### config.mk
export PLATFORM = sky130hd
export DESIGN_NAME = pss_seq
export DESIGN_NICKNAME = d
export VERILOG_FILES = /design/src/design/pss_pkg.sv /design/src/design/pss_sync.sv /design/src/design/pss_seq.sv
export SDC_FILE = /design/constraint.sdc
export NUM_CORES = 1
export LEC_CHECK = 0
export ABC_AREA = 1
export ABC_CLOCK_PERIOD_IN_PS = 1600
export BUFFER_PORTS_ARGS = -buffer_cell sky130_fd_sc_hd__buf_2
export CAP_MARGIN = 20
export CORE_UTILIZATION = 55
export CTS_BUF_LIST = sky130_fd_sc_hd__clkbuf_2 sky130_fd_sc_hd__clkbuf_4 sky130_fd_sc_hd__clkbuf_8
export CTS_CLUSTER_DIAMETER = 120
export DETAILED_ROUTE_END_ITERATION = 6
export GPL_TIMING_DRIVEN = 0
export MAX_ROUTING_LAYER = met4
export PLACE_DENSITY = 0.84
export SYNTH_ARGS = -nofsm -noshare
export SYNTH_HDL_FRONTEND = slang
export SYNTH_SLANG_ARGS = --single-unit
### constraint.sdc
create_clock -name pclk -period 1.6 [get_ports pclk]
set_clock_uncertainty 0.1 [all_clocks]
set_input_delay 0.24 -clock pclk [delete_from_list [all_inputs] [get_ports pclk]]
set_output_delay 0.24 -clock pclk [all_outputs]
set_load 0.05 [all_outputs]
### src/design/pss_pkg.sv
// constants and types shared by the power start-up/shut-down sequencer
package pss_pkg;
  // apb geometry
  localparam int ADDR_W = 8;
  localparam int DATA_W = 32;
  // register byte offsets
  localparam logic [7:0] REG_CTRL = 8'h00;
  localparam logic [7:0] REG_STATUS = 8'h04;
  localparam logic [7:0] REG_VSET = 8'h08;
  // control register bits
  localparam int CTRL_SHUTDOWN = 0;
  localparam int CTRL_LATE_EN = 1;
  // status register bits
  localparam int ST_LOWBAT = 0;
  localparam int ST_FAULT = 1;
  localparam int ST_PG = 2;
  localparam int ST_HS = 3;
  localparam int ST_STATE = 4;
  // supply indices in the enable vector
  localparam int NUM_SUP = 4;
  localparam logic [1:0] SUP_STEPUP = 2'h0;
  localparam logic [1:0] SUP_STEPDOWN = 2'h1;
  localparam logic [1:0] SUP_LIN_A = 2'h2;
  localparam logic [1:0] SUP_LIN_B = 2'h3;
  // start-up sequence: three supplies, steps numbered from zero
  localparam logic [1:0] LAST_STEP = 2'h2;
  // settle time between steps in oscillator cycles, rounded up to pclk
  localparam int OSC_KHZ = 900;
  localparam int CLK_KHZ = 100000;
  localparam int SETTLE_OSC = 8;
  localparam int SETTLE_CYC = (SETTLE_OSC * CLK_KHZ + OSC_KHZ - 1) / OSC_KHZ;
  localparam int CNT_W = 10;
  // synchroniser lanes
  localparam int SYNC_W = 6;
  localparam int I_BTN_N = 0;
  localparam int I_ALARM = 1;
  localparam int I_MAIN = 2;
  localparam int I_BKLOW = 3;
  localparam int I_FAULT = 4;
  localparam int I_HS = 5;
  // sequencer states
  typedef enum logic [2:0] {
    S_BACKUP = 3'b000,
    S_STANDBY = 3'b001,
    S_RAMP = 3'b010,
    S_LATCH = 3'b011,
    S_NORMAL = 3'b100,
    S_PG_OFF = 3'b101,
    S_OFF = 3'b110
  } pss_state_t;
endpackage : pss_pkg

### src/design/pss_sync.sv
// two-flop synchroniser for a bundle of asynchronous levels
`timescale 1ns/100ps
module pss_sync #(
  parameter int W = 1
) (
  input wire logic pclk,
  input wire logic presetn,
  input wire logic clk_en,
  input wire logic [W-1:0] d_async,
  output logic [W-1:0] q
);
  // first stage, read only by the second stage
  logic [W-1:0] meta_q;

  // both stages freeze with the clock enable like all other state
  always_ff @(posedge pclk or negedge presetn) begin
    if (!presetn) begin
      meta_q <= '0;
      q <= '0;
    end else if (clk_en) begin
      meta_q <= d_async;
      q <= meta_q;
    end
  end
endmodule : pss_sync

### src/design/pss_seq.sv
// power start-up/shut-down sequencer with apb register slave
// Notes on behaviour
// RULE_01: backup cell only: supplies off, clock runs
// RULE_02: battery above threshold: charge backup, standby
// RULE_03: reset clock only if backup was low
// RULE_04: button or alarm starts sequence in standby
// RULE_05: sequence done: release power good, normal
// RULE_06: pushbutton wake by default, switch as option
// RULE_07: variant fixes order and default settings
// RULE_08: static: low battery or fault powers off
// RULE_09: static: drop power good, await handshake
// RULE_10: dynamic: fault or software request powers off
// RULE_11: dynamic: low battery only raises interrupt
// RULE_12: host writes shutdown register to power off
// RULE_13: dynamic shutdown: drop power good, then supplies
// RULE_14: wait for button release after shutdown
// RULE_15: fault or low battery signalled by interrupt
// RULE_16: unsequenced supply waits for user command
// RULE_17: static: latch handshake before power good
// RULE_18: one supply per step, settle count between
// RULE_19: button and alarm synchronised before use
//
// Decided for this implementation: the register addresses and register access over APB.
`timescale 1ns/100ps
module pss_seq #(
  parameter bit P_DYNAMIC = 1'b1,
  parameter bit P_SWITCH = 1'b0,
  parameter logic [5:0] P_ORDER = 6'h2D,
  parameter logic [31:0] P_VSET = 32'h00000000,
  parameter int P_SETTLE = pss_pkg::SETTLE_CYC
) (
  input wire logic pclk,
  input wire logic presetn,
  input wire logic clk_en,
  input wire logic psel,
  input wire logic penable,
  input wire logic pwrite,
  input wire logic [7:0] paddr,
  input wire logic [31:0] pwdata,
  output logic [31:0] prdata,
  output logic pready,
  output logic pslverr,
  input wire logic wake_btn_n,
  input wire logic rtc_alarm,
  input wire logic main_above_th,
  input wire logic backup_low,
  input wire logic short_fault,
  input wire logic irq_handshake_pin_i,
  output logic irq_handshake_pin_o,
  output logic irq_handshake_pin_oe_n,
  output logic power_good_out_o,
  output logic power_good_out_oe_n,
  output logic fault_irq_out,
  output logic [3:0] supply_en,
  output logic [31:0] supply_vset,
  output logic backup_charge_en,
  output logic rtc_reset
);
  localparam int CW = pss_pkg::CNT_W;
  // last count of a settle interval
  localparam logic [CW-1:0] SETTLE_LAST = CW'(P_SETTLE - 1);

  pss_pkg::pss_state_t state_q; // sequencer state
  logic [CW-1:0] cnt_q; // settle counter
  logic [1:0] step_q; // current start-up step
  logic pg_q; // power good released
  logic [3:0] sup_q; // supply enables
  logic charge_q; // backup charge switch
  logic rtc_rst_q; // one-cycle clock reset
  logic hs_latch_q; // handshake level caught at start-up end
  logic lowbat_q; // sticky low battery flag
  logic fault_q; // sticky converter fault flag
  logic late_en_q; // software enable of unsequenced supplies
  logic [31:0] vset_q; // supply output settings
  logic [31:0] prdata_q; // read data captured in setup
  logic [5:0] s; // synchronised pin levels
  logic [3:0] seq_mask; // supplies covered by the sequence
  logic btn_pressed, wake, main_ok, fault, hs;
  logic hit, wr, sw_off, sw_open, off_cond, clr_lb, clr_ft;
  logic [1:0] first_sup, next_sup;

  // every asynchronous pin passes two flops first [RULE_19]
  pss_sync #(.W(pss_pkg::SYNC_W)) u_sync (
    .pclk(pclk),
    .presetn(presetn),
    .clk_en(clk_en),
    .d_async({irq_handshake_pin_i, short_fault, backup_low,
              main_above_th, rtc_alarm, wake_btn_n}),
    .q(s)
  );

  // decoded pin levels
  assign btn_pressed = ~s[pss_pkg::I_BTN_N];
  assign wake = btn_pressed | s[pss_pkg::I_ALARM]; // [RULE_04] [RULE_06]
  assign main_ok = s[pss_pkg::I_MAIN];
  assign fault = s[pss_pkg::I_FAULT];
  assign hs = s[pss_pkg::I_HS];

  // supplies picked by the variant order [RULE_07]
  assign first_sup = P_ORDER[1:0];
  assign next_sup = P_ORDER[{step_q + 2'h1, 1'b0} +: 2];

  // mask of sequenced supplies, the rest wait for software
  always_comb begin
    seq_mask = '0;
    for (int i = 0; i <= int'(pss_pkg::LAST_STEP); i++) begin
      seq_mask[P_ORDER[2*i +: 2]] = 1'b1;
    end
  end

  // apb decode; the slave answers in the first access cycle
  assign hit = (paddr == pss_pkg::REG_CTRL) |
               (paddr == pss_pkg::REG_STATUS) |
               (paddr == pss_pkg::REG_VSET);
  assign pready = clk_en;
  assign pslverr = psel & penable & ~hit;
  assign wr = psel & penable & pwrite & clk_en & hit;
  assign clr_lb = wr & (paddr == pss_pkg::REG_STATUS) &
                  pwdata[pss_pkg::ST_LOWBAT];
  assign clr_ft = wr & (paddr == pss_pkg::REG_STATUS) &
                  pwdata[pss_pkg::ST_FAULT];

  // software shutdown request, written by the host [RULE_12]
  assign sw_off = wr & (paddr == pss_pkg::REG_CTRL) &
                  pwdata[pss_pkg::CTRL_SHUTDOWN];
  // in dynamic mode a latching switch opened counts as an off request [RULE_06]
  assign sw_open = P_SWITCH & ~btn_pressed;

  // power-off condition differs by management mode
  always_comb begin
    if (P_DYNAMIC) begin
      off_cond = fault | sw_off | sw_open; // [RULE_10] [RULE_11]
    end else begin
      off_cond = ~main_ok | fault; // [RULE_08]
    end
  end

  // main sequencer
  always_ff @(posedge pclk or negedge presetn) begin
    if (!presetn) begin
      state_q <= pss_pkg::S_BACKUP;
      cnt_q <= '0;
      step_q <= '0;
      pg_q <= 1'b0;
      sup_q <= '0;
      charge_q <= 1'b0;
      rtc_rst_q <= 1'b0;
      hs_latch_q <= 1'b0;
    end else if (clk_en) begin
      rtc_rst_q <= 1'b0;
      unique case (state_q)
        // backup cell only: keep everything off [RULE_01]
        pss_pkg::S_BACKUP: begin
          sup_q <= '0;
          charge_q <= 1'b0;
          if (main_ok) begin
            charge_q <= 1'b1; // [RULE_02]
            rtc_rst_q <= s[pss_pkg::I_BKLOW]; // [RULE_03]
            state_q <= pss_pkg::S_STANDBY;
          end
        end
        // wait for a wake request, no command needed [RULE_04]
        pss_pkg::S_STANDBY: begin
          if (!main_ok) begin
            charge_q <= 1'b0;
            state_q <= pss_pkg::S_BACKUP;
          end else if (wake) begin
            sup_q[first_sup] <= 1'b1; // [RULE_18]
            step_q <= '0;
            cnt_q <= '0;
            state_q <= pss_pkg::S_RAMP;
          end
        end
        // one supply per step, settle between steps [RULE_18]
        pss_pkg::S_RAMP: begin
          if (cnt_q == SETTLE_LAST) begin
            cnt_q <= '0;
            if (step_q == pss_pkg::LAST_STEP) begin
              state_q <= pss_pkg::S_LATCH;
            end else begin
              sup_q[next_sup] <= 1'b1;
              step_q <= step_q + 2'h1;
            end
          end else begin
            cnt_q <= cnt_q + CW'(1);
          end
        end
        // catch the handshake level, then power good [RULE_17]
        pss_pkg::S_LATCH: begin
          hs_latch_q <= hs;
          pg_q <= 1'b1; // [RULE_05]
          state_q <= pss_pkg::S_NORMAL;
        end
        // running; late supplies only on software command
        pss_pkg::S_NORMAL: begin
          if (P_DYNAMIC && late_en_q) begin
            sup_q <= sup_q | ~seq_mask; // [RULE_16]
          end
          if (off_cond) begin
            pg_q <= 1'b0; // [RULE_09] [RULE_13]
            state_q <= pss_pkg::S_PG_OFF;
          end
        end
        // power good is low; static waits for host handshake
        pss_pkg::S_PG_OFF: begin
          if (P_DYNAMIC || !hs) begin
            sup_q <= '0; // [RULE_09] [RULE_13]
            state_q <= pss_pkg::S_OFF;
          end
        end
        // no new wake until the button is released [RULE_14]
        pss_pkg::S_OFF: begin
          if (!btn_pressed) begin
            if (main_ok) begin
              state_q <= pss_pkg::S_STANDBY;
            end else begin
              charge_q <= 1'b0;
              state_q <= pss_pkg::S_BACKUP;
            end
          end
        end
        // unused code: recover to backup with supplies and power good off
        default: begin
          sup_q <= '0;
          pg_q <= 1'b0;
          state_q <= pss_pkg::S_BACKUP;
        end
      endcase
    end
  end

  // sticky event flags, a new event beats a clear [RULE_15]
  always_ff @(posedge pclk or negedge presetn) begin
    if (!presetn) begin
      lowbat_q <= 1'b0;
      fault_q <= 1'b0;
    end else if (clk_en) begin
      lowbat_q <= (lowbat_q & ~clr_lb) | (~main_ok & (sup_q != '0));
      fault_q <= (fault_q & ~clr_ft) | fault;
    end
  end

  // software-owned control and settings
  always_ff @(posedge pclk or negedge presetn) begin
    if (!presetn) begin
      late_en_q <= 1'b0;
      vset_q <= P_VSET; // [RULE_07]
    end else if (wr) begin
      if (paddr == pss_pkg::REG_CTRL) begin
        late_en_q <= pwdata[pss_pkg::CTRL_LATE_EN];
      end
      // static parts keep the variant defaults [RULE_07]
      if (P_DYNAMIC && paddr == pss_pkg::REG_VSET) begin
        vset_q <= pwdata;
      end
    end
  end

  // read data captured in the setup cycle
  always_ff @(posedge pclk or negedge presetn) begin
    if (!presetn) begin
      prdata_q <= '0;
    end else if (clk_en && psel && !penable && !pwrite) begin
      prdata_q <= '0;
      if (paddr == pss_pkg::REG_CTRL) begin
        prdata_q[pss_pkg::CTRL_LATE_EN] <= late_en_q;
      end else if (paddr == pss_pkg::REG_STATUS) begin
        prdata_q[pss_pkg::ST_LOWBAT] <= lowbat_q;
        prdata_q[pss_pkg::ST_FAULT] <= fault_q;
        prdata_q[pss_pkg::ST_PG] <= pg_q;
        prdata_q[pss_pkg::ST_HS] <= hs_latch_q;
        prdata_q[pss_pkg::ST_STATE +: 3] <= state_q;
      end else if (paddr == pss_pkg::REG_VSET) begin
        prdata_q <= vset_q;
      end
    end
  end

  // outputs; open-drain pins only ever pull low
  assign prdata = prdata_q;
  assign supply_en = sup_q;
  assign supply_vset = vset_q;
  assign backup_charge_en = charge_q;
  assign rtc_reset = rtc_rst_q;
  assign power_good_out_o = 1'b0;
  assign power_good_out_oe_n = pg_q; // [RULE_05]
  assign fault_irq_out = lowbat_q | fault_q; // [RULE_15]
  assign irq_handshake_pin_o = 1'b0;
  // static parts use the pin as handshake input, never drive it
  assign irq_handshake_pin_oe_n = ~(P_DYNAMIC & (lowbat_q | fault_q));
endmodule : pss_seq

==> summary.txt, run 1 <==
Run status
  • Status: finished with violations
  • Failing checks: negative setup slack

Routing
  • First drt pass iteration count: 4
  • DRT antenna net count: 0
  • WL per Instance: 15.7 um
  • Via count: 4,577
  • DRC viols: 0
  • Vias/cell: 5.41
  • WL final: 13.3 mm
  • DRC violation total after the first TritonRoute iteration: 266

Power
  • Leakage: 3.64 nW
  • Power Dens Cells: 1030 mW/mm^2
  • Final Power: 6.71 mW
  • Worst VDD drop: 0.000823 V

Final layout
  • Ant diodes: 0
  • Area growth syn-to-layout: 33.2%
  • Final nets: 792
  • Fillcell total: 605
  • Share of cells above drive strength 1: 0.354

Synth
  • Async SR Flop Fraction: 1.00
  • Post-synth EDFFs: 0
  • Yosys warns: 0
  • Largest area contributor in the netlist: dfrtp_1
  • Post-Syn Area: 0.00490 mm^2
  • Top cells by area, synth: dfrtp_1 (52%), nand2_1 (13%), mux2_4 (7.7%), nand3_1 (5.2%), o21ai_0 (3.6%)
  • Sequential share of the synthesized area: 0.521
  • Unique masters post-synth: 34
  • Top-count cell post-synth: nand2_1
  • #FFs+latches synth: 102
  • Top cells by count, synth: nand2_1 (164), dfrtp_1 (102), nand3_1 (51), inv_1 (46), nor2_1 (39)
  • Synth top area share: 0.521
  • Post-Syn Instances: 551
  • Post-synthesis area per instance: 8.90 um^2
  • Top FF cell, synth: dfrtp_1

Global route
  • Initial antenna violation count: 0
  • Vias in the first global route: 4,020
  • Grt ovf: 0
  • First-pass GRT wire length: 18.7 mm
  • Total Routing Usage GR: 0.271
  • Largest net degree at the start of global routing: 63

Floorplanning
  • Die width: 96.4 um
  • Initial core utilization: 0.565
  • Row cnt: 34
  • Io pins: 129
  • Die ar.: 0.00930 mm^2
  • Core area: 0.00868 mm^2
  • Die Y: 96.4 um

Timing
  • Slew headroom: 0.476
  • Setup-failing EPs final: 1
  • RSZ-0062 raised after global routing: yes
  • Final worst slack: -0.00603 ns
  • Final period util: 1.00
  • Final hold vios: 0
  • Fmax: 623 MHz
  • Worst Tran Pin Value: 0.786 ns
  • Worst Hold Slack: 0.0104 ns
  • Max-slew violations: 0
  • Minimum clock period: 1.61 ns

Critical path
  • Most used cell, CP: nand2_1
  • CP Data Required Time: 1.76 ns
  • Reg2reg setup slack: -0.006 ns
  • Crit-path cells: buf_6 -> nand3_1 -> o21ai_0 -> a21oi_1 -> nand2_1 -> o21ai_2 -> nand2_1
  • WP buf/inv: 1
  • R2R Path End: supply_en[0]$_DFFE_PN0P_
  • Worst reg2reg startpoint: state_q[0]$_DFFE_PN0P_
  • WP data arrival: 1.76 ns
  • Worst r2r path cells: 7
  • CP Launch Type: register
  • Setup CP Type: reg -> reg
  • Crit-path leading delay family: compound AO/OA/AOI/OAI gates
  • Slowest cell delay on critical path: 0.41 ns
  • Worst path slowest cell: dfrtp_1
  • CP max FO: 10
  • Worst path depth: 7
  • CP Capture Type: register

Clock network
  • Worst-Skew Late Latency: 0.36 ns
  • Num Clock Sinks: 102
  • CTS root buf: clkbuf_8
  • CTS tree: done
  • Num CTS Buffers: 9
  • Reg clk slew, reported paths: 0.10 ns
  • CTS max path bufs: 2
  • CTS H-tree depth: 3

Run
  • Max_cap viols: 0

Placed design
  • Port Buffer Count: 126
  • Gpl congestion: 0.940
  • Dpl hpwl: 8.51 mm

Worst hold path
  • Worst hold path class: in -> reg
  • Hold-critical path endpoint: supply_vset[27]$_DFFE_PN0P_
  • HP Start: pwdata[27]
  • Worst hold stages: 2
## logic make-up (layout without fill, tap and decap cells)
family          count (synthesis)  count (layout)  share of synthesized area
other cells                     1               2                   0.000765
compound gates                 62              62                     0.0671
fa+ha+maj                       6               6                     0.0153
simple gates                  281             281                      0.247
flops                         102             102                      0.521
buf+inv                        74             260                     0.0725
mux                            25              25                     0.0766
## per-layer routing
metal | up-vias | track usage | routed length, um
met3 | 30 | 0.0649 | 936
met1 | 2191 | 0.322 | 5290
met2 | 214 | 0.464 | 6810
li1 | 2142 | - | -
met4 | 0 | 0.0686 | 258
met5 | - | - | 0
## placed cells by master (no fill, tap or decap), types with 3 or more instances in the layout
cell / instances
a21oi_1: 10
buf_2: 131
buf_4: 22
buf_6: 10
clkbuf_1: 3
clkbuf_8: 9
dfrtp_1: 101
dlygate4sd3_1: 26
ha_1: 4
inv_1: 38
inv_2: 9
mux2_4: 25
nand2_1: 155
nand2_2: 7
nand2_4: 4
nand3_1: 48
nand3_2: 4
nand4_1: 9
nor2_1: 28
nor2_2: 7
nor2_4: 9
o21ai_0: 31
o21ai_1: 9
o21ai_2: 4
## per-stage QoR
stage | cells | area [um^2] | setup WS [ns] | utilization | TNS, ns
detailed placement | 787 | 5700 | -0.221 | 0.657 | -0.817
finish | 846 | 6530 | -0.00603 | 0.753 | -0.00603
global placement | 786 | 5680 | -0.844 | 0.654 | -86.11
global route | 846 | 6530 | -0.0707 | 0.753 | -0.439
CTS | 818 | 6100 | -0.0121 | 0.703 | -0.0121
floorplan | 552 | 4910 | 0.0476 | - | 0
## worst reg2reg max path: stages, from the launching register on
cell	delay [ns]
dfrtp_1	0.41
buf_6	0.16
nand3_1	0.11
o21ai_0	0.13
a21oi_1	0.25
nand2_1	0.14
o21ai_2	0.13
nand2_1	0.07
## area by class of cell
| type | count | area, um^2 | share of cell area |
|---|---|---|---|
| Timing Repair Buffer | 171 | 1060 | 0.162 |
| Buffer | 24 | 190 | 0.0291 |
| Clock buffer | 10 | 131 | 0.0201 |
| Inverter | 50 | 198 | 0.0303 |
| Tap cell | 108 | 135 | 0.0207 |
| Sequential cell | 102 | 2550 | 0.391 |
| Clock inverter | 5 | 82.6 | 0.0126 |
| Multi-Input combinational cell | 376 | 2180 | 0.334 |
## power by group
| group | switching [mW] | internal, mW |
|---|---|---|
| Combinational | 1.32 | 0.707 |
| Clock | 0.879 | 0.897 |
| Sequential | 0.145 | 2.76 |
| Total | 2.35 | 4.36 |
## state kept, by name (all words and copies together), names as in the netlist
| name | cells |
|---|---|
| fault_q | 1 |
| late_en_q | 1 |
| lowbat_q | 1 |
| supply_vset | 32 |
| supply_en | 4 |
| prdata | 32 |
| backup_charge_en | 1 |
| hs_latch_q | 1 |
| state_q | 3 |
| u_sync.meta_q | 6 |
| u_sync.q | 6 |
| cnt_q | 10 |
| step_q | 2 |
| power_good_out_oe_n | 1 |
| rtc_reset | 1 |
## repair_timing
item,in CTS,in global routing
resized for setup,13,58
buffers inserted,2,16
setup endpoints to repair,9,22
pin swaps,2,18
hold endpoints to repair,74,12
hold buffers,14,12
## worst max path at each step
stage                            from                           end  slack (ns)
3_5_place_dp                 paddr[1]                       pslverr       -0.22
2_1_floorplan    lowbat_q$_DFFE_PN0P_                 fault_irq_out        0.05
5_1_grt        state_q[0]$_DFFE_PN0P_      supply_en[0]$_DFFE_PN0P_       -0.07
6_report       state_q[0]$_DFFE_PN0P_      supply_en[0]$_DFFE_PN0P_      -0.006
3_3_place_gp                  presetn  u_sync.meta_q[3]$_DFFE_PN0P_       -0.84
4_1_cts                      paddr[3]                       pslverr       -0.01
Note: power is estimated with default switching activity, not from simulation.
==> inputs of run 2 (changes only) <==
--- a/config.mk
+++ b/config.mk
@@ -5,17 +5,17 @@
 export SDC_FILE = /design/constraint.sdc
 export NUM_CORES = 1
 export LEC_CHECK = 0
-export ABC_AREA = 1
+export ABC_AREA = 0
 export ABC_CLOCK_PERIOD_IN_PS = 1600
 export BUFFER_PORTS_ARGS = -buffer_cell sky130_fd_sc_hd__buf_2
 export CAP_MARGIN = 20
-export CORE_UTILIZATION = 55
+export CORE_UTILIZATION = 54
 export CTS_BUF_LIST = sky130_fd_sc_hd__clkbuf_2 sky130_fd_sc_hd__clkbuf_4 sky130_fd_sc_hd__clkbuf_8
 export CTS_CLUSTER_DIAMETER = 120
 export DETAILED_ROUTE_END_ITERATION = 6
 export GPL_TIMING_DRIVEN = 0
 export MAX_ROUTING_LAYER = met4
-export PLACE_DENSITY = 0.84
+export PLACE_DENSITY = 0.83
 export SYNTH_ARGS = -nofsm -noshare
 export SYNTH_HDL_FRONTEND = slang
 export SYNTH_SLANG_ARGS = --single-unit
==> summary.txt, run 2 <==
Run status
  • Status: finished with violations
  • Failing checks: negative setup slack

Clock network
  • Num CTS Buffers: 9
  • Worst-Skew Late Latency: 0.37 ns
  • Reg clk slew, reported paths: 0.11 ns
  • CTS tree: done
  • CTS H-tree depth: 3
  • CTS max path bufs: 2
  • Num Clock Sinks: 102
  • CTS root buf: clkbuf_8

Synth
  • XOR/XNOR Fraction of Synth Area: 0
  • Synth Area in Adders: 0.0163
  • Simple-gate share of the synthesized area: 0.109
  • Largest area contributor in the netlist: dfrtp_1
  • Top cells by area, synth: dfrtp_1 (55%), mux2_2 (10%), a22o_1 (5.1%), nand2_1 (2.0%), o21ai_0 (1.8%)
  • Post-Syn Area: 0.00461 mm^2
  • #FFs+latches synth: 102
  • Post-synthesis area per instance: 11.8 um^2
  • Async SR Flop Fraction: 1.00
  • Synth Area in Compound Gates: 0.160
  • Top-count cell post-synth: dfrtp_1
  • Yosys warns: 0
  • Synth top area share: 0.554
  • Largest family of logic cells by synthesized area: compound AO/OA/AOI/OAI gates
  • Sequential share of the synthesized area: 0.554
  • Mux share of post-synthesis cell area: 0.115
  • Top FF cell, synth: dfrtp_1
  • Post-synth EDFFs: 0
  • Unique masters post-synth: 54
  • Post-Syn Instances: 389
  • Top cells by count, synth: dfrtp_1 (102), mux2_2 (41), a22o_1 (27), nand2_1 (25), o21ai_0 (17)

Critical path
  • Slowest cell delay on critical path: 0.44 ns
  • R2R Path End: step_q[0]$_DFFE_PN0P_
  • Worst reg2reg startpoint: cnt_q[0]$_DFFE_PN0P_
  • Crit-path leading delay family: simple AND/OR/NAND/NOR gates
  • Setup CP Type: reg -> reg
  • CP Capture Type: register
  • WP data arrival: 2.02 ns
  • Reg2reg setup slack: -0.26 ns
  • Worst path slowest cell: or4_4
  • CP Data Required Time: 1.76 ns
  • Crit-path cells: inv_2 -> ha_4 -> and4_4 -> a31oi_4 -> or4_4 -> mux2_4
  • CP Launch Type: register
  • CP max FO: 2
  • Worst r2r path cells: 6
  • WP buf/inv: 1

Global route
  • Initial antenna violation count: 0
  • Grt ovf: 0
  • Total Routing Usage GR: 0.281
  • First-pass GRT wire length: 18.4 mm
  • Largest net degree at the start of global routing: 62
  • Vias in the first global route: 3,707

Final layout
  • Commonest non-fill, non-tap cell in the layout: buf_2
  • Fin cells: 693
  • Area growth syn-to-layout: 37.0%
  • Cell area after layout: 0.00631 mm^2
  • Share of cells above drive strength 1: 0.447
  • Final nets: 641
  • Ant diodes: 0
  • Post-Route Utilization: 0.768
  • Most frequent cells in the layout: buf_2 (126), dfrtp_1 (101), mux2_2 (40)

Power
  • Net switching power: 2.32 mW
  • Worst VDD drop: 0.000705 V
  • Power Dens Cells: 1040 mW/mm^2
  • Sw Ratio: 0.354
  • Sequential share of power: 0.446
  • Clk pwr share: 0.248
  • Comb pwr share: 0.306
  • Internal power: 4.24 mW
  • Leakage: 3.22 nW

Floorplanning
  • Die width: 94.4 um
  • Row cnt: 33
  • Initial core utilization: 0.561
  • Io pins: 129
  • Die ar.: 0.00890 mm^2
  • Die Y: 94.4 um
  • Core area: 0.00822 mm^2

Placed design
  • Gpl congestion: 0.923
  • Port Buffer Count: 126
  • Area of placed instances: 0.00542 mm^2
  • Placed cell count: 622
  • Dpl hpwl: 7.95 mm
  • Setup WS pre-CTS: -0.468 ns

Timing
  • Fmax: 538 MHz
  • Final worst slack: -0.258 ns
  • Slew headroom: 0.625
  • Setup-failing EPs final: 22
  • Worst Hold Slack: 0.0112 ns
  • RSZ-0062 raised after global routing: yes
  • Final hold vios: 0
  • Max-slew violations: 0
  • Minimum clock period: 1.86 ns
  • Final period util: 1.16
  • Worst Tran Pin Value: 0.562 ns

Routing
  • DRC viols: 0
  • WL final: 12.7 mm
  • DRC violation total after the first TritonRoute iteration: 315
  • WL per Instance: 18.3 um
  • Vias/cell: 5.78
  • DRT antenna net count: 0
  • First drt pass iteration count: 5
  • Via count: 4,006

Worst hold path
  • Worst hold stages: 2
  • HP Start: backup_low
  • Worst hold path class: in -> reg
  • Hold-critical path endpoint: u_sync.meta_q[3]$_DFFE_PN0P_

Run
  • Max_cap viols: 0
[run 2: how the worst max path moves through the flow]
stage	startpoint	endpoint	slack [ns]	cells after the start
2_1_floorplan	cnt_q[0]$_DFFE_PN0P_	step_q[0]$_DFFE_PN0P_	-0.26	6
3_3_place_gp	presetn	supply_vset[28]$_DFFE_PN0P_	-0.86	1
3_5_place_dp	paddr[5]	prdata[25]$_DFFE_PN0P_	-0.47	6
4_1_cts	cnt_q[0]$_DFFE_PN0P_	step_q[0]$_DFFE_PN0P_	-0.25	6
5_1_grt	cnt_q[4]$_DFFE_PN0P_	step_q[0]$_DFFE_PN0P_	-0.31	6
6_report	cnt_q[0]$_DFFE_PN0P_	step_q[0]$_DFFE_PN0P_	-0.26	6
[run 2: timing repair]
action	4_1_cts	5_1_grt
setup endpoints to repair	72	73
cloned	1	0
hold buffers	20	12
pin swaps	7	11
gates resized for setup	33	23
endpoints found under the hold margin	60	12
setup buffers	14	9
[run 2: area by class of cell]
class                           count  area (um^2)
Buffer                             25          179
Timing Repair Buffer              182         1180
Tap cell                          105          131
Clock buffer                       10          138
Sequential cell                   102         2550
Fill cell                         519         1910
Inverter                           16         63.8
Multi-Input combinational cell    247         2010
Clock inverter                      6         60.1
[run 2: power by group through the flow]
stage / Combinational [mW] / Clock, mW / Sequential [mW]
after floorplan: 0.817 / 0 / 3.12
after global placement: 1.39 / 0 / 2.95
after detailed placement: 1.43 / 0 / 2.96
after CTS: 1.77 / 1.63 / 2.91
after global routing: 2.14 / 1.79 / 2.95
final: 2.01 / 1.63 / 2.93
[run 2: logic make-up after synthesis]
family	count (synthesis)
adder cells (fa/ha/maj)	6
AO/OA/AOI/OAI	100
AND/OR/NAND/NOR	92
other	1
buffers and inverters	42
flip-flops	102
multiplexers	46
[run 2: metrics by stage]
stage | power [mW] | setup TNS, ns
after floorplan | 3.93 | -5.69
after global placement | 4.34 | -116.33
after detailed placement | 4.39 | -32.58
after CTS | 6.31 | -2.04
after global routing | 6.89 | -3.19
final | 6.57 | -2.08
[run 2: per-layer routing]
layer | part of all wire | wire length (um) | track usage | up-vias
li1 | - | - | - | 1817
met1 | 0.40 | 5140 | 0.370 | 1992
met2 | 0.51 | 6500 | 0.431 | 167
met3 | 0.057 | 728 | 0.0604 | 30
met4 | 0.026 | 328 | 0.0987 | 0
met5 | 0 | 0 | - | -
